## config.mk

```make
export PLATFORM = sky130hd
export DESIGN_NAME = tx_buffer_write_and_split_control
export DESIGN_NICKNAME = d
export VERILOG_FILES = /design/src/include/tx_buffer_pkg.sv /design/src/wrap_full_detect.sv /design/src/stage_fifo.sv /design/src/tx_buffer_write_and_split_control.sv
export SDC_FILE = /design/constraint.sdc
export NUM_CORES = 1
export LEC_CHECK = 0
export ABC_AREA = 0
export BUFFER_PORTS_ARGS = -buffer_cell sky130_fd_sc_hd__buf_2
export CAP_MARGIN = 20
export CORE_MARGIN = 2
export CORE_UTILIZATION = 41
export DETAILED_ROUTE_END_ITERATION = 10
export GPL_ROUTABILITY_DRIVEN = 0
export GPL_TIMING_DRIVEN = 1
export PLACE_DENSITY = 0.69
export SYNTH_ARGS = -nofsm -noshare
export SYNTH_HDL_FRONTEND = slang
export SYNTH_SLANG_ARGS = --single-unit
```

## constraint.sdc

```tcl
create_clock -name FREE_TX_CLOCK -period 11.92 [get_ports FREE_TX_CLOCK]
set_input_delay 0.596 -clock FREE_TX_CLOCK [delete_from_list [all_inputs] [get_ports FREE_TX_CLOCK]]
set_output_delay 0.596 -clock FREE_TX_CLOCK [all_outputs]
set_load 0.05 [all_outputs]
```

## src/include/tx_buffer_pkg.sv

```systemverilog
package tx_buffer_pkg;

    // ------------------------------------------------------------
    // memory geometry
    // ------------------------------------------------------------
    localparam int MEM_ADDR_WIDTH = 6;      // address bits, one wrap bit is added on top
    localparam int PTR_WIDTH      = MEM_ADDR_WIDTH + 1;
    localparam int WORD_WIDTH     = 32;     // frame word from the input fifo

    // ------------------------------------------------------------
    // staging buffer between input fifo and memory
    // ------------------------------------------------------------
    localparam int BUF_DEPTH      = 8;
    localparam int BUF_LEVEL_W    = $clog2(BUF_DEPTH + 1);

    // ------------------------------------------------------------
    // reset values and the pointer increment
    // ------------------------------------------------------------
    localparam logic [PTR_WIDTH-1:0]  PTR_RESET   = 7'h00;
    localparam logic [WORD_WIDTH-1:0] WORD_RESET  = 32'h0000_0000;
    localparam logic [PTR_WIDTH-1:0]  PTR_ONE     = 7'h01;

    // forwarding_mode_select level that means store-and-forward
    localparam logic STORE_FORWARD = 1'h1;

    // ------------------------------------------------------------
    // splitter states, one-hot
    // ------------------------------------------------------------
    typedef enum logic [4:0] {
        IDLE_STATE             = 5'h01,
        PAYLOAD_READ_STATE     = 5'h02,
        PAUSE_FRAME_READ_STATE = 5'h04,
        DISCARD_STATE          = 5'h08,
        HOLD_STATE             = 5'h10
    } split_state_type;

endpackage

```

## src/wrap_full_detect.sv

```systemverilog
`timescale 1ns/10ps
`default_nettype none

// ------------------------------------------------------------
// full compare of a wrapped pointer against the read address
// ------------------------------------------------------------
module wrap_full_detect #(
    parameter int ADDR_WIDTH = 6
) (
    input  wire logic [ADDR_WIDTH:0] write_ptr,   // pointer with wrap bit on top
    input  wire logic [ADDR_WIDTH:0] read_ptr,    // read address with wrap bit
    output logic                     full         // memory is full
);

    // wrap bits differ while the address bits meet: one lap ahead
    assign full = (write_ptr[ADDR_WIDTH] != read_ptr[ADDR_WIDTH]) &&
                  (write_ptr[ADDR_WIDTH-1:0] == read_ptr[ADDR_WIDTH-1:0]);

endmodule

`default_nettype wire

```

## src/stage_fifo.sv

```systemverilog
`timescale 1ns/10ps
`default_nettype none

// ------------------------------------------------------------
// small synchronous fifo in flip-flops
// ------------------------------------------------------------
module stage_fifo #(
    parameter int WIDTH = 32,
    parameter int DEPTH = 8
) (
    input  wire logic                       clk,        // clock
    input  wire logic                       rst_n,      // async reset, active low
    input  wire logic                       in_valid,   // push request
    output logic                            in_ready,   // room for a word
    input  wire logic [WIDTH-1:0]           in_data,    // pushed word
    output logic                            out_valid,  // word available
    input  wire logic                       out_ready,  // pop request
    output logic [WIDTH-1:0]                out_data,   // head word
    output logic [$clog2(DEPTH+1)-1:0]      level       // words held
);

    localparam int AW = $clog2(DEPTH);
    localparam int LW = $clog2(DEPTH + 1);

    logic [WIDTH-1:0] store_reg [DEPTH];
    logic [AW-1:0]    wr_idx_reg;
    logic [AW-1:0]    rd_idx_reg;
    logic [LW-1:0]    level_reg;
    wire              push = in_valid && in_ready;
    wire              pop  = out_valid && out_ready;

    // flags straight from the count, so full and empty are exact
    assign in_ready  = (level_reg != LW'(DEPTH));
    assign out_valid = (level_reg != '0);
    assign out_data  = store_reg[rd_idx_reg];
    assign level     = level_reg;

    // index and count bookkeeping
    always_ff @(posedge clk or negedge rst_n) begin
        if (!rst_n) begin
            wr_idx_reg <= '0;
            rd_idx_reg <= '0;
            level_reg  <= '0;
        end else begin
            if (push) begin
                wr_idx_reg <= (wr_idx_reg == AW'(DEPTH - 1)) ? '0 : wr_idx_reg + 1'b1;
            end
            if (pop) begin
                rd_idx_reg <= (rd_idx_reg == AW'(DEPTH - 1)) ? '0 : rd_idx_reg + 1'b1;
            end
            if (push && !pop) begin
                level_reg <= level_reg + 1'b1;
            end else if (pop && !push) begin
                level_reg <= level_reg - 1'b1;
            end
        end
    end

    // storage has no reset, data only
    always_ff @(posedge clk) begin
        if (push) begin
            store_reg[wr_idx_reg] <= in_data;
        end
    end

endmodule

`default_nettype wire

```

## src/tx_buffer_write_and_split_control.sv

```systemverilog
// Operation
// - async low reset clears splitter and writer
// - idle: reload goes to hold first
// - idle: pause grant enters pause read
// - idle: payload grant enters payload read
// - payload read: remove, reload, end+read hold
// - pause read: remove, reload, end+read discard
// - discard: pause grant wins, enter pause read
// - discard: reload pending goes to hold
// - discard: valid locked word holds, unlocked start idles
// - hold: back to discard once reload drops
// - move input fifo words into memory
// - keep write pointer and published address
// - publish above threshold or frame stored
// - address width six, pointers carry wrap
// - full from pointer and incremented pointer
// - no read while empty, enables one process
// - runs on free transmit clock
`timescale 1ns/10ps
`default_nettype none

module tx_buffer_write_and_split_control (
    input  wire logic                                    FREE_TX_CLOCK,           // free transmit clock
    input  wire logic                                    GLOBAL_RESET_N,          // async reset, active low
    // input fifo side
    input  wire logic                                    INPUT_FIFO_EMPTY,        // input fifo has no word
    input  wire logic [tx_buffer_pkg::WORD_WIDTH-1:0]    INPUT_FIFO_DATA,         // word, cycle after read
    output logic                                         INPUT_FIFO_READ_ENABLE,  // pop input fifo
    // memory side
    output logic                                         MEMORY_WRITE_ENABLE,     // write strobe
    output logic [tx_buffer_pkg::WORD_WIDTH-1:0]         MEMORY_WRITE_DATA,       // written word
    output logic [tx_buffer_pkg::PTR_WIDTH-1:0]          MEMORY_WRITE_POINTER,    // write address plus wrap
    output logic [tx_buffer_pkg::PTR_WIDTH-1:0]          PUBLISHED_WRITE_ADDRESS, // address seen by tx fsm
    output logic                                         MEMORY_FULL,             // memory full flag
    input  wire logic [tx_buffer_pkg::PTR_WIDTH-1:0]     MEMORY_READ_ADDRESS,     // read address plus wrap
    // configuration
    input  wire logic                                    FORWARDING_MODE_SELECT,  // high: store-and-forward
    input  wire logic [tx_buffer_pkg::MEM_ADDR_WIDTH-1:0] CUT_THROUGH_LEVEL,      // cut-through threshold
    input  wire logic                                    FRAME_STORED_FLAG,       // frame end now in memory
    // splitter side
    input  wire logic                                    PAUSE_FRAME_GRANT,       // pause frame acknowledge
    input  wire logic                                    PAYLOAD_FRAME_GRANT,     // data frame acknowledge
    input  wire logic                                    RELOAD_FRAME,            // retransmit current frame
    input  wire logic                                    REMOVE_FRAME,            // drop current frame
    input  wire logic                                    NEXT_WORD_REQUEST,       // read next data
    input  wire logic                                    FRAME_END_OUT,           // end word is on output
    input  wire logic                                    VALID_DATA,              // buffered word valid
    input  wire logic                                    FRAME_START_IN,          // word starts a frame
    input  wire logic                                    UNLOCK_START,            // start is unlocked
    output logic [4:0]                                   SPLIT_STATE              // one-hot splitter state
);

    // ------------------------------------------------------------
    // declarations
    // ------------------------------------------------------------
    localparam int PW = tx_buffer_pkg::PTR_WIDTH;
    localparam int LW = tx_buffer_pkg::BUF_LEVEL_W;

    tx_buffer_pkg::split_state_type split_reg;
    tx_buffer_pkg::split_state_type split_next;

    logic          rd_en_reg;
    logic          rd_en_next;
    logic          rd_en_d_reg;
    logic          wr_en_reg;
    logic          wr_en_next;
    logic [tx_buffer_pkg::WORD_WIDTH-1:0] wr_data_reg;
    logic [PW-1:0] wr_ptr_reg;
    logic [PW-1:0] pub_addr_reg;
    logic [PW-1:0] pub_addr_next;
    logic [PW-1:0] frame_words_reg;
    logic [PW-1:0] frame_words_next;
    logic          full_reg;

    wire  [PW-1:0] wr_inc;
    wire           full_now;
    wire           full_inc;
    wire           mem_blocked;
    wire           buf_in_ready;
    wire           buf_out_valid;
    wire  [tx_buffer_pkg::WORD_WIDTH-1:0] buf_out_data;
    wire  [LW-1:0] buf_level;
    wire  [LW:0]   committed;
    wire           room;
    wire           pop;
    wire           over_level;
    wire           cut_through_ok;
    wire           counting_max;

    // ------------------------------------------------------------
    // full detection
    // ------------------------------------------------------------
    assign wr_inc = wr_ptr_reg + tx_buffer_pkg::PTR_ONE;

    // current pointer against read address
    wrap_full_detect #(
        .ADDR_WIDTH (tx_buffer_pkg::MEM_ADDR_WIDTH)
    ) full_cur (
        .write_ptr (wr_ptr_reg),
        .read_ptr  (MEMORY_READ_ADDRESS),
        .full      (full_now)
    );

    // pointer after the write now in flight
    wrap_full_detect #(
        .ADDR_WIDTH (tx_buffer_pkg::MEM_ADDR_WIDTH)
    ) full_nxt (
        .write_ptr (wr_inc),
        .read_ptr  (MEMORY_READ_ADDRESS),
        .full      (full_inc)
    );

    // a write in flight still takes a slot, so look one ahead then
    assign mem_blocked = full_now || (wr_en_reg && full_inc);

    // ------------------------------------------------------------
    // staging buffer
    // ------------------------------------------------------------
    // reads in flight count as committed; empty lags a pop, so reads alternate
    assign committed  = {1'b0, buf_level} + {{LW{1'b0}}, rd_en_reg} + {{LW{1'b0}}, rd_en_d_reg};
    assign room       = (committed < (LW+1)'(tx_buffer_pkg::BUF_DEPTH));
    assign rd_en_next = !INPUT_FIFO_EMPTY && room && !rd_en_reg;
    assign pop        = buf_out_valid && !mem_blocked;
    assign wr_en_next = pop;

    stage_fifo #(
        .WIDTH (tx_buffer_pkg::WORD_WIDTH),
        .DEPTH (tx_buffer_pkg::BUF_DEPTH)
    ) stage (
        .clk       (FREE_TX_CLOCK),
        .rst_n     (GLOBAL_RESET_N),
        .in_valid  (rd_en_d_reg),
        .in_ready  (buf_in_ready),
        .in_data   (INPUT_FIFO_DATA),
        .out_valid (buf_out_valid),
        .out_ready (!mem_blocked),
        .out_data  (buf_out_data),
        .level     (buf_level)
    );

    // read enable and memory write enable share one process
    always_ff @(posedge FREE_TX_CLOCK or negedge GLOBAL_RESET_N) begin
        if (!GLOBAL_RESET_N) begin
            rd_en_reg   <= 1'b0;
            rd_en_d_reg <= 1'b0;
            wr_en_reg   <= 1'b0;
            wr_data_reg <= tx_buffer_pkg::WORD_RESET;
        end else begin
            rd_en_reg   <= rd_en_next && buf_in_ready;
            rd_en_d_reg <= rd_en_reg;
            wr_en_reg   <= wr_en_next;
            wr_data_reg <= pop ? buf_out_data : wr_data_reg;
        end
    end

    // ------------------------------------------------------------
    // write pointer, frame word count, published address
    // ------------------------------------------------------------
    // count saturates so a long frame cannot wrap below the threshold
    assign counting_max   = (frame_words_reg == {PW{1'b1}});
    assign over_level     = (frame_words_reg > {1'b0, CUT_THROUGH_LEVEL});
    // store-and-forward waits for the whole frame
    assign cut_through_ok = (FORWARDING_MODE_SELECT != tx_buffer_pkg::STORE_FORWARD) && over_level;

    // publish on a stored frame end or on cut-through past the level
    assign pub_addr_next = (FRAME_STORED_FLAG || cut_through_ok) ? wr_ptr_reg : pub_addr_reg;

    assign frame_words_next = FRAME_STORED_FLAG ? tx_buffer_pkg::PTR_RESET :
                              (wr_en_reg && !counting_max) ? frame_words_reg + tx_buffer_pkg::PTR_ONE :
                              frame_words_reg;

    // pointer moves on the edge that completes a write
    always_ff @(posedge FREE_TX_CLOCK or negedge GLOBAL_RESET_N) begin
        if (!GLOBAL_RESET_N) begin
            wr_ptr_reg      <= tx_buffer_pkg::PTR_RESET;
            pub_addr_reg    <= tx_buffer_pkg::PTR_RESET;
            frame_words_reg <= tx_buffer_pkg::PTR_RESET;
            full_reg        <= 1'b0;
        end else begin
            wr_ptr_reg      <= wr_en_reg ? wr_inc : wr_ptr_reg;
            pub_addr_reg    <= pub_addr_next;
            frame_words_reg <= frame_words_next;
            full_reg        <= mem_blocked;
        end
    end

    // ------------------------------------------------------------
    // splitter state machine
    // ------------------------------------------------------------
    always_comb begin
        split_next = split_reg;
        case (split_reg)
            tx_buffer_pkg::IDLE_STATE: begin
                if (RELOAD_FRAME) begin
                    split_next = tx_buffer_pkg::HOLD_STATE;
                end else if (PAUSE_FRAME_GRANT) begin
                    split_next = tx_buffer_pkg::PAUSE_FRAME_READ_STATE;
                end else if (PAYLOAD_FRAME_GRANT) begin
                    split_next = tx_buffer_pkg::PAYLOAD_READ_STATE;
                end
            end
            tx_buffer_pkg::PAYLOAD_READ_STATE: begin
                // end word leaves whether or not the buffered word is valid
                if (REMOVE_FRAME || RELOAD_FRAME || (FRAME_END_OUT && NEXT_WORD_REQUEST)) begin
                    split_next = tx_buffer_pkg::HOLD_STATE;
                end
            end
            tx_buffer_pkg::PAUSE_FRAME_READ_STATE: begin
                if (REMOVE_FRAME || RELOAD_FRAME || (FRAME_END_OUT && NEXT_WORD_REQUEST)) begin
                    split_next = tx_buffer_pkg::DISCARD_STATE;
                end
            end
            tx_buffer_pkg::DISCARD_STATE: begin
                if (PAUSE_FRAME_GRANT) begin
                    split_next = tx_buffer_pkg::PAUSE_FRAME_READ_STATE;
                end else if (RELOAD_FRAME) begin
                    split_next = tx_buffer_pkg::HOLD_STATE;
                end else if (VALID_DATA && (!FRAME_START_IN || !UNLOCK_START)) begin
                    split_next = tx_buffer_pkg::HOLD_STATE;
                end else if (VALID_DATA && FRAME_START_IN && UNLOCK_START) begin
                    split_next = tx_buffer_pkg::IDLE_STATE;
                end
            end
            tx_buffer_pkg::HOLD_STATE: begin
                if (!RELOAD_FRAME) begin
                    split_next = tx_buffer_pkg::DISCARD_STATE;
                end
            end
            default: begin
                split_next = tx_buffer_pkg::IDLE_STATE;
            end
        endcase
    end

    // state register
    always_ff @(posedge FREE_TX_CLOCK or negedge GLOBAL_RESET_N) begin
        if (!GLOBAL_RESET_N) begin
            split_reg <= tx_buffer_pkg::IDLE_STATE;
        end else begin
            split_reg <= split_next;
        end
    end

    // ------------------------------------------------------------
    // outputs, all from flip-flops
    // ------------------------------------------------------------
    assign INPUT_FIFO_READ_ENABLE  = rd_en_reg;
    assign MEMORY_WRITE_ENABLE     = wr_en_reg;
    assign MEMORY_WRITE_DATA       = wr_data_reg;
    assign MEMORY_WRITE_POINTER    = wr_ptr_reg;
    assign PUBLISHED_WRITE_ADDRESS = pub_addr_reg;
    assign MEMORY_FULL             = full_reg;
    assign SPLIT_STATE             = split_reg;

endmodule

`default_nettype wire

```

After elaboration in Yosys (flattened, before gate mapping)
Memories as Yosys holds them, arrays and structs flattened. A register that Yosys moved wholly into a read port is not among the register bits.
Index checks and enable logic that the tools add are counted.
{"block": "classes", "n_addsub": 8, "order_cmp": 2, "eq_ne": 18, "n_mux": 19, "bitwise": 1, "n_reduce_logical": 34}
{"op": "2-to-1 mux 5 bit", "count": 10}
{"op": "one-hot mux 5 bit (5 select lines)", "count": 1}
{"op": "logical AND 1 bit", "count": 16}
{"op": "adder 7 x 1 -> 7 bit (second input constant)", "count": 2}
{"op": "2-to-1 mux 7 bit", "count": 2}
{"op": "== test 6 bit", "count": 2}
{"op": "zero test 1 bit", "count": 9}
{"op": "2-to-1 mux 4 bit", "count": 2}
{"op": "!= test 4 bit (second input constant)", "count": 2}
{"op": "== test 7 bit (second input constant)", "count": 1}
{"op": "greater-than comparator 7 x 6 -> 1 bit", "count": 1}
{"op": "adder 3 x 1 -> 3 bit (second input constant)", "count": 2}
{"op": "== test 3 bit (second input constant)", "count": 2}
{"op": "2-to-1 mux 3 bit", "count": 2}
{"op": "!= test 2 bit (second input constant)", "count": 3}
{"op": "adder 4 x 1 -> 5 bit", "count": 1}
{"op": "adder 5 x 1 -> 5 bit", "count": 1}
{"op": "== test 5 x 1 -> 1 bit (second input constant)", "count": 1}
{"op": "== test 5 x 2 -> 1 bit (second input constant)", "count": 1}
{"op": "== test 5 x 3 -> 1 bit (second input constant)", "count": 1}
{"op": "== test 5 x 4 -> 1 bit (second input constant)", "count": 1}
{"op": "== test 5 bit (second input constant)", "count": 1}
{"op": "logical OR 1 bit", "count": 5}
{"op": "less-than comparator 5 x 4 -> 1 bit (second input constant)", "count": 1}
{"op": "9 further kinds", "count": 12}
{"block": "word_totals", "register_bits": 40, "ram_bits": 256, "output_inout_bits": 54, "word_cells": 94, "n_memories": 1}
{"name": "stage.store_reg", "words": 8, "width": 32, "read_ports": 1, "rd_clocked_by_memory_dff": 1, "write_ports": 1, "line": "stage_fifo.sv:25", "rtl": "logic [WIDTH-1:0] store_reg [DEPTH];"}

Depth between registers and ports, before layout
Gate-level depths: netlist (run 1).
{"block": "depth", "word_depth": 10, "mapped_depth": 16, "depth_no_buf": 15}

By module
From an unflattened synthesis (run 1), not the netlist that was laid out.
{"block": "hier_totals", "cells_unflattened": 695, "area_unflattened_um2": 13364.1}
{"module": "stage_fifo", "instances": 1, "cells_per_inst": 436, "area_per_inst_um2": 10292.4}
{"module": "tx_buffer_write_and_split_control", "instances": 1, "cells_per_inst": 241, "area_per_inst_um2": 2911.5}
{"module": "wrap_full_detect", "instances": 2, "cells_per_inst": 9, "area_per_inst_um2": 80.1}

Least setup slack after synthesis (run 1)
OpenSTA, ideal clock, no wires.
{"block": "synth_path", "path_kind": "reg2reg", "start": "reg stage.level_reg[0], in the netlist stage.level[0]", "end": "mem stage.store_reg[0][0] (enable)", "setup_time_ns": 0.501, "t_arrival_ns": 3.858, "path_slack_ns": 7.561, "path_stages_with_launch": 5, "path_buffers": 0, "path_cell_list": "dfrtp_1 > nor3_1 > nand2_1 > nand2_1 > nor4_1"}
{"block": "synth_via", "elab_chain_len": 4}
{"item": "start, declared", "line": "stage_fifo.sv:28", "rtl": "logic [LW-1:0] level_reg;"}
{"item": "start signal, assigned", "line": "stage_fifo.sv:52", "rtl": "level_reg <= level_reg + 1'b1;"}
{"item": "start signal, assigned", "line": "stage_fifo.sv:54", "rtl": "level_reg <= level_reg - 1'b1;"}
{"item": "!= test 4 bit", "line": "stage_fifo.sv:33", "rtl": "assign in_ready = (level_reg != LW'(DEPTH));"}
{"item": "logical AND 1 bit", "line": "stage_fifo.sv:29", "rtl": "wire push = in_valid && in_ready;"}
{"item": "2-to-1 mux 1 bit", "line": "stage_fifo.sv:61", "rtl": "if (push) begin"}
{"item": "2-to-1 mux 1 bit (not written as such)", "line": "stage_fifo.sv:62", "rtl": "store_reg[wr_idx_reg] <= in_data;"}
{"item": "end, declared", "line": "stage_fifo.sv:25"}
No other way between the ends.

Final worst setup path (run 1)
{"block": "layout_path", "start": "reg wr_ptr_reg[0], in the netlist MEMORY_WRITE_POINTER[0]", "end": "reg stage.level_reg[3], in the netlist stage.level[3]"}
{"block": "layout_via", "elab_chain_len": 10, "word_cells_on_any_way": 15, "classes_between": "add/sub (1); eq/ne (3); mux (1); reduce/logical (10)"}
{"item": "start, declared", "line": "tx_buffer_write_and_split_control.sv:68", "rtl": "logic [PW-1:0] wr_ptr_reg;"}
{"item": "start signal, assigned", "line": "tx_buffer_write_and_split_control.sv:175", "rtl": "wr_ptr_reg <= tx_buffer_pkg::PTR_RESET;"}
{"item": "start signal, assigned", "line": "tx_buffer_write_and_split_control.sv:180", "rtl": "wr_ptr_reg <= wr_en_reg ? wr_inc : wr_ptr_reg;"}
{"item": "adder 7 x 1 -> 7 bit", "line": "tx_buffer_write_and_split_control.sv:93", "rtl": "assign wr_inc = wr_ptr_reg + tx_buffer_pkg::PTR_ONE;"}
{"item": "== test 6 bit / != test 1 bit (equally long branches)", "line": "wrap_full_detect.sv:17, wrap_full_detect.sv:16"}
{"item": "logical AND 1 bit", "line": "wrap_full_detect.sv:16", "rtl": "assign full = (write_ptr[ADDR_WIDTH] != read_ptr[ADDR_WIDTH]) &&"}
{"item": "logical AND 1 bit", "line": "tx_buffer_write_and_split_control.sv:114", "rtl": "assign mem_blocked = full_now || (wr_en_reg && full_inc);"}
{"item": "logical OR 1 bit (*)", "line": "tx_buffer_write_and_split_control.sv:114"}
{"item": "zero test 1 bit (*)", "line": "tx_buffer_write_and_split_control.sv:136", "rtl": ".out_ready (!mem_blocked),"}
{"item": "logical AND 1 bit (*)", "line": "stage_fifo.sv:30", "rtl": "wire pop = out_valid && out_ready;"}
{"item": "zero test 1 bit", "line": "stage_fifo.sv:51", "rtl": "if (push && !pop) begin"}
{"item": "logical AND 1 bit", "line": "stage_fifo.sv:51"}
{"item": "2-to-1 mux 4 bit / nonzero test 2 bit (equally long branches)"}
Mark *: on every way between the ends. The rest lies on a longest branch, timed or not.
A chain may end at the register's enable or synchronous reset.

==> results of run 1 <==
-- cells by family (layout without fill, tap and decap cells) --
group | Yosys count | in the layout | share of synthesized area [%]
buf+inv | 41 | 198 | 1.41
xor+xnor | 28 | 28 | 1.87
fa+ha+maj | 17 | 17 | 1.68
simple gates | 83 | 83 | 3.18
mux | 145 | 145 | 17.9
compound gates | 31 | 31 | 1.61
flops | 328 | 328 | 72.3
other cells | 0 | 2 | 0
-- cells in the final DEF (no fill, tap or decap), types with 6 or more instances in the layout --
master and count:
nand2_1 19, a21oi_1 10, mux4_2 64, buf_4 11, inv_1 13, ha_1 16, clkbuf_16 37, nor2_1 17
buf_2 111, dfrtp_1 68, mux2_2 74, edfxtp_1 256, nand2b_1 6, xor2_1 14, xnor2_1 14, nand4_1 6
clkinv_2 6, o21ai_0 10, nor3_1 7
-- how the worst min path moves through the flow --
| stage | slack, ns | to | startpoint | cells past startpoint |
|---|---|---|---|---|
| global placement | 0.40 | rd_en_d_reg$_DFF_PN0_ | INPUT_FIFO_READ_ENABLE$_DFF_PN0_ | 0 |
| finish | 0.03 | MEMORY_WRITE_DATA[7]$_DFFE_PN0P_ | GLOBAL_RESET_N | 1 |
| floorplan | 0.30 | INPUT_FIFO_READ_ENABLE$_DFF_PN0_ | GLOBAL_RESET_N | 0 |
| detailed placement | 0.39 | rd_en_d_reg$_DFF_PN0_ | INPUT_FIFO_READ_ENABLE$_DFF_PN0_ | 0 |
| CTS | 0.26 | INPUT_FIFO_READ_ENABLE$_DFF_PN0_ | INPUT_FIFO_EMPTY | 2 |
| global route | 0.04 | MEMORY_WRITE_DATA[7]$_DFFE_PN0P_ | GLOBAL_RESET_N | 1 |
-- per-layer routing --
layer / vias up / wire length (µm) / track usage (%)
li1: 2927 / - / -
met3: 28 / 1160 / 3.12
met4: 2 / 283 / 2.88
met2: 144 / 12000 / 24.7
met5: - / 13 / 0
met1: 3308 / 11600 / 21.0
-- layout make-up --
class | instances | share of cell area (%)
Timing Repair Buffer | 123 | 4.32
Clock buffer | 44 | 6.31
Multi-Input combinational cell | 304 | 22.7
Clock inverter | 18 | 1.43
Tap cell | 402 | 3.27
Antenna cell | 2 | 0.0325
Sequential cell | 328 | 61.7
Inverter | 13 | 0.317
-- per-stage QoR --
step	cells	area [µm²]	worst slack, ns	utilization (%)
finish	1234	15400	8.43	48.8
CTS	1231	15400	8.39	48.7
global route	1232	15400	8.13	48.8
global placement	1169	14200	8.40	44.9
detailed placement	1169	14200	8.36	44.9
floorplan	673	13100	7.56	-
-- critical path: cells and delay by family (launching register included) --
| family | cells | cell delay [ns] |
|---|---|---|
| and+or+nand+nor | 3 | 0.26 |
| muxes | 1 | 0.12 |
| buffers and inverters | 3 | 0.76 |
| xor gates and xnor gates | 3 | 0.41 |
| AOI/OAI and AO/OA | 3 | 0.59 |
| DFF | 1 | 0.45 |
| adders and majority gates | 3 | 0.76 |
-- power by group through the flow --
| stage | Clock (µW) | Sequential [µW] | Combinational (µW) |
|---|---|---|---|
| global route | 1180 | 1680 | 1350 |
| global placement | 0 | 1670 | 1250 |
| finish | 1110 | 1650 | 1250 |
| CTS | 1130 | 1650 | 1280 |
| floorplan | 0 | 1850 | 784 |
| detailed placement | 0 | 1680 | 1270 |
==> flow_summary.toml, run 1 <==
[power]
swShare_pct = 33.1
power_density_mw_per_mm2 = 260
total_power_uw = 4010
ir_drop_mv = 0.152
power_leakage_uw = 0.00552
p_switching_uw = 1330
power.internal_uw = 2680
seqPwrFrac_pct = 41.1
comb_power_share_pct = 31.3
power.share.clock_pct = 27.6

[synth]
synth.cell_area_mm2 = 0.0131
ys_seq_area_share_pct = 72.3
ys_warn_count = 0
synth.area.top_cells = "edfxtp_1 59%, dfrtp_1 14%, mux4_2 11%, mux2_2 6.4%, ha_1 1.5%"
syn_nets = 749
synth_edf_count = 256
synthTopCellsByCount = "256 x edfxtp_1, 74 x mux2_2, 71 x dfrtp_1, 64 x mux4_2, 20 x nor2_1"
ys_ff_latch = 328
synth_area_leader_cell = "edfxtp_1"
yosysMostFrequentCell = "edfxtp_1"
ys_async_sr_fraction_pct = 22.0
syn_inst = 673
yosysTopAreaCellShare_pct = 58.6
postSynthAreaPerCell_um2 = 19.5
synthFlopType = "edfxtp_1"
synthDistinctLibCells = 42

[detailed_routing]
drc = 0
drt_iter0_drc = 357
num_vias = 6409
drt-total-wl_mm = 25.0
vias_per_cell = 5.19
wl_per_cell_um = 20.3
drtAntennaViolNets = 0
drt_pass1_iterations = 4

[worst_setup_path]
cp_common_cell = "ha_1"
start_kind = "flip-flop"
crit_path_top_delay_cell = "buf_4"
path_cells = "ha_1 -> nand4_1 -> xor2_1 -> nand2_1 -> mux2i_1 -> a221oi_4 -> buf_4 -> inv_1 -> ha_1 -> inv_1 -> ha_1 -> a21o_1 -> a21oi_1 -> xnor2_1 -> nor2_1 -> xnor2_1"
reg2reg_slack_ns = 8.43
critPathKind = "flip-flop to flip-flop"
critPathMaxFanout = 37
endpoint = "stage.level[3]$_DFFE_PN0P_"
endpoint_kind = "flip-flop"
r2r_start = "MEMORY_WRITE_POINTER[0]$_DFFE_PN0P_"
worstPathRequired_ns = 12.29
cp.arrival_ns = 3.86
cp-startpoint = "MEMORY_WRITE_POINTER[0]$_DFFE_PN0P_"
reg2reg_to = "stage.level[3]$_DFFE_PN0P_"
critPathMaxStageDelay_ns = 0.55
r2r_cells = 16

[finish]
multi_input_area_mm2 = 0.00349
layout.area.seq_mm2 = 0.00950
nets = 880
drive_gt1_share_pct = 39.9
fillers = 2594
largest_reg_flops = 256
area_delta_synth_final_pct = 17.4

[global_routing]
antenna_found_initial = 3
track_usage_pct = 15.0
grt_pass1_vias = 6600
gr-total-overflow = 0
grt_pass1_wl_mm = 38.4
grt_max_degree = 73

[cts]
cts_tree = "built"
clkSinkCount = 328
cts_inserted_buffers = 34
cts-root-buf = "clkbuf_16"
ctsHoldBuffers = 0
cts.clk_slew.worst_paths_ns = 0.06
clock_path_buffers = 3
cts_setup_buffers = 0
cts_resized = 0
cts_max_level = 2
clk_latency_ns = 0.50

[floorplan]
core.rowCount = 65
core-area_mm2 = 0.0316
fp.dieH_um = 183
io_pins = 113
dieArea_mm2 = 0.0334
die_w_um = 183
start_util_pct = 41.6

[sta]
fin_skew_ns = 0.0119
max_freq_mhz = 287
setup_violations = 0
finalCritPeriodShare_pct = 29.2
drv_slew = 0
finalSetupTns_ns = 0
hold_ws_ns = 0.0282
fin_crit_ns = 3.49
tightest_slew_ns = 1.07
grt_setup_unrepaired = "false"
relSlewSlack_pct = 28.5
finalHoldViolCount = 0

[place]
hpwlAfterDp_mm = 13.5
io_buffers = 112

[flow_run]
drv_cap = 0

[outcome]
outcome = "finished, final reports clean"

[worst_hold_path]
holdCritPathClass = "input port to asynchronous set/reset pin"
No activity file was read; power rests on OpenSTA's default activity.
==> inputs of run 2 (changes only) <==
--- a/config.mk
+++ b/config.mk
@@ -5,7 +5,7 @@
 export SDC_FILE = /design/constraint.sdc
 export NUM_CORES = 1
 export LEC_CHECK = 0
-export ABC_AREA = 0
+export ABC_AREA = 1
 export BUFFER_PORTS_ARGS = -buffer_cell sky130_fd_sc_hd__buf_2
 export CAP_MARGIN = 20
 export CORE_MARGIN = 2
==> constraint.sdc (replaced) <==
create_clock -name FREE_TX_CLOCK -period 3.4 [get_ports FREE_TX_CLOCK]
set_input_delay 0.17 -clock FREE_TX_CLOCK [delete_from_list [all_inputs] [get_ports FREE_TX_CLOCK]]
set_output_delay 0.17 -clock FREE_TX_CLOCK [all_outputs]
set_load 0.05 [all_outputs]
==> flow_summary.toml, run 2 <==
[outcome]
outcome = "finished, final reports clean"

[synth]
synth.area.mux_share_pct = 0
postSynthAreaPerCell_um2 = 10.9
synthTopCellsByCount = "448 x nand2_1, 256 x edfxtp_1, 219 x nand3_1, 71 x dfrtp_1, 49 x inv_1"
synthXorXnorAreaFrac_pct = 0.699
syn_inst = 1269
syn_nets = 1345
synthDistinctLibCells = 37
synth_area_leader_cell = "edfxtp_1"
ys_async_sr_fraction_pct = 22.0
synth_top_family_by_area = "simple AND/OR/NAND/NOR gates"
yosysTopAreaCellShare_pct = 55.7
ys_warn_count = 0
synth.area.top_cells = "edfxtp_1 56%, dfrtp_1 13%, nand2_1 12%, nand3_1 7.9%, nand4_1 1.9%"
synth_edf_count = 256
yosysMostFrequentCell = "nand2_1"
synth-compound-area-share_pct = 1.37
synthFlopType = "edfxtp_1"
yosys.area_share.adder_pct = 1.60
synth-simple-area-share_pct = 23.9
ys_ff_latch = 328
ys_seq_area_share_pct = 68.8
synth.cell_area_mm2 = 0.0138

[detailed_routing]
drt-total-wl_mm = 32.9
vias_per_cell = 5.15
drtAntennaViolNets = 0
drt_pass1_iterations = 5
num_vias = 9706
drt_iter0_drc = 708
drc = 0
wl_per_cell_um = 17.5

[global_routing]
met1_usage_pct = 24.9
grt_pass1_wl_mm = 51.5
grt_max_degree = 95
top_usage_layer = "met2"
grt_pass1_vias = 9476
gr-total-overflow = 0
track_usage_pct = 18.5
antenna_found_initial = 1
grt_use_met3_pct = 2.81
grt_util_met2_pct = 31.5

[worst_hold_path]
hold_path.startpoint = "RELOAD_FRAME"
hold_path_end = "SPLIT_STATE[4]$_DFFE_PN0P_"
holdCritPathClass = "input port to flip-flop"
min_path_cells = 3

[finish]
post-route-util_pct = 49.1
final_cells = 1886
final_common_cell = "nand2_1"
nets = 1487
largest_reg_flops = 256
layout_common_cells = "448 x nand2_1, 256 x edfxtp_1, 219 x nand3_1, 111 x buf_2, 69 x dfrtp_1"
drive_gt1_share_pct = 14.5
area_delta_synth_final_pct = 18.8

[worst_setup_path]
r2r_cells = 18
cp_common_cell = "nand2_1"
critPathMaxStageDelay_ns = 0.48
crit_path_top_delay_cell = "dfrtp_1"
worstPathRequired_ns = 3.79
path_cells = "ha_1 -> nand3_1 -> nand3_1 -> nand2_1 -> inv_1 -> nand2_1 -> nor2_2 -> nand2_4 -> nand3_4 -> ha_1 -> inv_1 -> ha_1 -> a21o_1 -> a21oi_1 -> nand2_1 -> nand2_1 -> nor2_1 -> xor2_1"
cp_num_buf_inv = 2
critPathKind = "flip-flop to flip-flop"
start_kind = "flip-flop"
endpoint_kind = "flip-flop"
reg2reg_slack_ns = 0.66
r2r_start = "MEMORY_WRITE_POINTER[0]$_DFFE_PN0P_"
reg2reg_to = "stage.level[3]$_DFFE_PN0P_"
cp.arrival_ns = 3.13
critPathMaxFanout = 7
crit_family = "simple AND/OR/NAND/NOR gates"

[power]
total_power_uw = 14700
power_leakage_uw = 0.00672
power_density_mw_per_mm2 = 898
ir_drop_mv = 0.547

[cts]
cts.clk_slew.worst_paths_ns = 0.06
cts_max_level = 2
clkSinkCount = 328
cts-root-buf = "clkbuf_16"
cts_tree = "built"
cts_resized = 0
clk_latency_ns = 0.52
clock_path_buffers = 3
cts_inserted_buffers = 34

[sta]
hold_ws_ns = 0.0330
setup_violations = 0
fin_crit_ns = 2.74
finalSetupTns_ns = 0
finalCritPeriodShare_pct = 80.5
relSlewSlack_pct = 41.6
fin_skew_ns = 0.0246
finalHoldViolCount = 0
max_freq_mhz = 365
grt_setup_unrepaired = "false"
drv_slew = 0
tightest_slew_ns = 0.876

[floorplan]
core.rowCount = 67
die_w_um = 187
start_util_pct = 41.3
core-area_mm2 = 0.0334
fp.dieH_um = 187
dieArea_mm2 = 0.0351
io_pins = 113

[place]
dp.cells = 1783
hpwlAfterDp_mm = 17.9
io_buffers = 112

[flow_run]
drv_cap = 0
[run 2: cell type report]
type / count / area, µm²
Fill cell: 3027 / 17000
Clock buffer: 49 / 927
Tap cell: 448 / 561
Clock inverter: 13 / 130
Sequential cell: 328 / 9500
Inverter: 55 / 208
Multi-Input combinational cell: 820 / 3860
Timing Repair Buffer: 172 / 1210
Antenna cell: 1 / 2.50
[run 2: routing by layer]
layer | share of wire, % | routed length, µm | vias up
met1 | 43 | 14300 | 4629
met2 | 48 | 15800 | 363
met4 | 2.0 | 661 | 0
li1 | - | - | 4658
met5 | 0 | 0 | -
met3 | 6.7 | 2200 | 56
[run 2: timing repair]
item,in CTS,in global routing
hold endpoints to repair,334,0
buffers inserted,0,0
hold buffers,39,0
[run 2: per-stage QoR]
| step | cell area, µm² | setup slack [ns] |
|---|---|---|
| after floorplan | 13800 | 0.355 |
| after global placement | 14900 | 0.763 |
| after detailed placement | 14900 | 0.685 |
| after CTS | 16400 | 0.664 |
| after global routing | 16400 | 0.260 |
| final | 16400 | 0.663 |
[run 2: worst max path at each step]
stage	from	end	slack, ns	cells past startpoint
4_1_cts	MEMORY_WRITE_POINTER[0]$_DFFE_PN0P_	stage.level[3]$_DFFE_PN0P_	0.66	16
3_5_place_dp	MEMORY_WRITE_POINTER[0]$_DFFE_PN0P_	stage.level[3]$_DFFE_PN0P_	0.68	16
2_1_floorplan	MEMORY_WRITE_POINTER[0]$_DFFE_PN0P_	stage.level[3]$_DFFE_PN0P_	0.35	17
3_3_place_gp	MEMORY_WRITE_POINTER[0]$_DFFE_PN0P_	stage.level[3]$_DFFE_PN0P_	0.76	19
5_1_grt	MEMORY_WRITE_POINTER[0]$_DFFE_PN0P_	stage.level[3]$_DFFE_PN0P_	0.26	18
6_report	MEMORY_WRITE_POINTER[0]$_DFFE_PN0P_	stage.level[3]$_DFFE_PN0P_	0.66	18
[run 2: kinds of logic after synthesis]
group           Yosys count
buf+inv                 121
xor+xnor                 11
compound gates           33
simple gates            759
flops                   328
fa+ha+maj                17
[run 2: worst min-delay path, delay by kind of cell]
kind                   cells  cell delay, ns
and+or+nand+nor            2            0.18
buffers and inverters      1            0.14
[run 2: power breakdown]
group / total, µW / internal (µW) / leakage (µW) / switching, µW
clock: 3560 / 2060 / 0.000517 / 1490
sequential: 5420 / 5010 / 0.00319 / 410
combinational: 5750 / 1630 / 0.00301 / 4120
==> inputs of run 3 (changes only) <==
--- a/config.mk
+++ b/config.mk
@@ -5,7 +5,7 @@
 export SDC_FILE = /design/constraint.sdc
 export NUM_CORES = 1
 export LEC_CHECK = 0
-export ABC_AREA = 1
+export ABC_AREA = 0
 export BUFFER_PORTS_ARGS = -buffer_cell sky130_fd_sc_hd__buf_2
 export CAP_MARGIN = 20
 export CORE_MARGIN = 2
==> constraint.sdc (replaced) <==
create_clock -name FREE_TX_CLOCK -period 2.65 [get_ports FREE_TX_CLOCK]
set_input_delay 0.1325 -clock FREE_TX_CLOCK [delete_from_list [all_inputs] [get_ports FREE_TX_CLOCK]]
set_output_delay 0.1325 -clock FREE_TX_CLOCK [all_outputs]
set_load 0.05 [all_outputs]
==> flow_summary.toml, run 3 (synthesis results as in run 1) <==
[outcome]
outcome = "finished with violations"
violations = "setup timing"

[sta]
grt_setup_unrepaired = "true"
fin_crit_ns = 2.69
relSlewSlack_pct = 47.4
tightest_slew_ns = 0.790
drv_slew = 0
setup_violations = 1
finalHoldViolCount = 0
final.setup.worst_slack_ns = -0.0433
finalSetupTns_ns = -0.0433
fin_skew_ns = 0.0197
hold_ws_ns = 0.0449
finalCritPeriodShare_pct = 102
max_freq_mhz = 371

[detailed_routing]
drtAntennaViolNets = 0
vias_per_cell = 5.20
drt_pass1_iterations = 4
drt_iter0_drc = 442
num_vias = 6769
drt-total-wl_mm = 26.2
wl_per_cell_um = 20.1
drc = 0

[finish]
final_area_mm2 = 0.0162
drive_gt1_share_pct = 42.8
final_common_cell = "edfxtp_1"
multi_input_area_mm2 = 0.00367
largest_reg_flops = 256
nets = 948
final_cells = 1302
fillers = 2558
layout.area.seq_mm2 = 0.00951
layout_common_cells = "256 x edfxtp_1, 111 x buf_2, 73 x mux2_2, 64 x mux4_2, 61 x dfrtp_1"
area_delta_synth_final_pct = 23.5

[floorplan]
core.rowCount = 65
die_w_um = 183
start_util_pct = 41.6
fp.dieH_um = 183
dieArea_mm2 = 0.0334
io_pins = 113
core-area_mm2 = 0.0316

[worst_setup_path]
crit_family = "simple AND/OR/NAND/NOR gates"
r2r_cells = 11
reg2reg_to = "stage.level[1]$_DFFE_PN0P_"
cp.arrival_ns = 3.08
critPathKind = "flip-flop to flip-flop"
critPathMaxFanout = 4
start_kind = "flip-flop"
worstPathRequired_ns = 3.03
path_cells = "and3_4 -> buf_4 -> xor2_1 -> nor4_4 -> a221oi_4 -> inv_2 -> ha_4 -> inv_4 -> buf_6 -> fa_1 -> mux2_4"
critPathMaxStageDelay_ns = 0.46
reg2reg_slack_ns = -0.04
crit_path_top_delay_cell = "fa_1"
r2r_start = "MEMORY_WRITE_POINTER[0]$_DFFE_PN0P_"
endpoint_kind = "flip-flop"
cp_num_buf_inv = 4

[power]
total_power_uw = 18500
power_density_mw_per_mm2 = 1140
ir_drop_mv = 0.732
power_leakage_uw = 0.00585

[cts]
clkSinkCount = 328
cts_max_level = 2
cts.clk_slew.worst_paths_ns = 0.06
clock_path_buffers = 3
clk_latency_ns = 0.52
cts_inserted_buffers = 35
cts_tree = "built"
cts-root-buf = "clkbuf_16"

[global_routing]
grt_pass1_vias = 7090
antenna_found_initial = 0
grt_use_met3_pct = 2.98
gr-total-overflow = 0
met1_usage_pct = 21.5
grt_max_degree = 67
grt_pass1_wl_mm = 40.1
grt_util_met2_pct = 26.4
top_usage_layer = "met2"
track_usage_pct = 15.8

[worst_hold_path]
min_path_cells = 5
hold_path.startpoint = "PAYLOAD_FRAME_GRANT"
hold_path_end = "SPLIT_STATE[0]$_DFFE_PN1P_"
holdCritPathClass = "input port to flip-flop"

[flow_run]
drv_cap = 0

[place]
io_buffers = 112
dp.cells = 1193
hpwlAfterDp_mm = 15.6
dpl_cell_area_mm2 = 0.0146
## run 3: how the worst max path moves through the flow
| stage | startpoint | slack, ns | cells after the start | endpoint |
|---|---|---|---|---|
| after global placement | MEMORY_WRITE_POINTER[2]$_DFFE_PN0P_ | 0.07 | 14 | stage.level[3]$_DFFE_PN0P_ |
| after detailed placement | MEMORY_WRITE_POINTER[2]$_DFFE_PN0P_ | 0.01 | 14 | stage.level[3]$_DFFE_PN0P_ |
| after CTS | MEMORY_WRITE_POINTER[1]$_DFFE_PN0P_ | 0.02 | 14 | stage.level[3]$_DFFE_PN0P_ |
| after floorplan | stage.level[0]$_DFFE_PN0P_ | -0.87 | 4 | stage.store_reg[2][0]$_DFFE_PP_ |
| final | MEMORY_WRITE_POINTER[0]$_DFFE_PN0P_ | -0.04 | 11 | stage.level[1]$_DFFE_PN0P_ |
| after global routing | MEMORY_WRITE_POINTER[0]$_DFFE_PN0P_ | -0.13 | 14 | stage.level[3]$_DFFE_PN0P_ |
## run 3: stage by stage
stage / setup WS, ns / util, %
floorplan: -0.870 / -
global placement: 0.0705 / 46.2
detailed placement: 0.0107 / 46.2
CTS: 0.0222 / 51.0
global route: -0.134 / 51.3
finish: -0.0433 / 51.4
## run 3: cell type report
cell class              count  area share, %
flip-flops and latches    328           58.7
multi-input cells         304           22.7
repair buffers            190           8.36
clock buffers              46           5.91
well taps                 402           3.10
clock inverters            18          0.973
inverters                  13          0.317
diodes                      1         0.0154
## run 3: power breakdown
part	switching, µW	internal [µW]	leakage [µW]
clock network	1960	2760	0.000551
logic	3690	3000	0.00213
registers	639	6440	0.00317
total	6280	12200	0.00585
## run 3: layer usage
layer / share of wire [%] / vias up / wire length, µm
met4: 1.7 / 0 / 435
li1: - / 3067 / -
met2: 49 / 154 / 12800
met5: 0 / - / 0
met1: 45 / 3512 / 11700
met3: 4.8 / 36 / 1260
## run 3: repair_timing
action	CTS	global route
pin swaps	0	12
setup buffers	0	6
resized for setup	2	11
hold endpoints to repair	316	0
hold buffers	38	0
setup endpoints to repair	1	2
## run 3: worst min-delay path, cell delays in order
cell	delay, ns
buf_2	0.09
nor3_1	0.05
o21ai_0	0.13
nor2_1	0.05
o31a_1	0.09
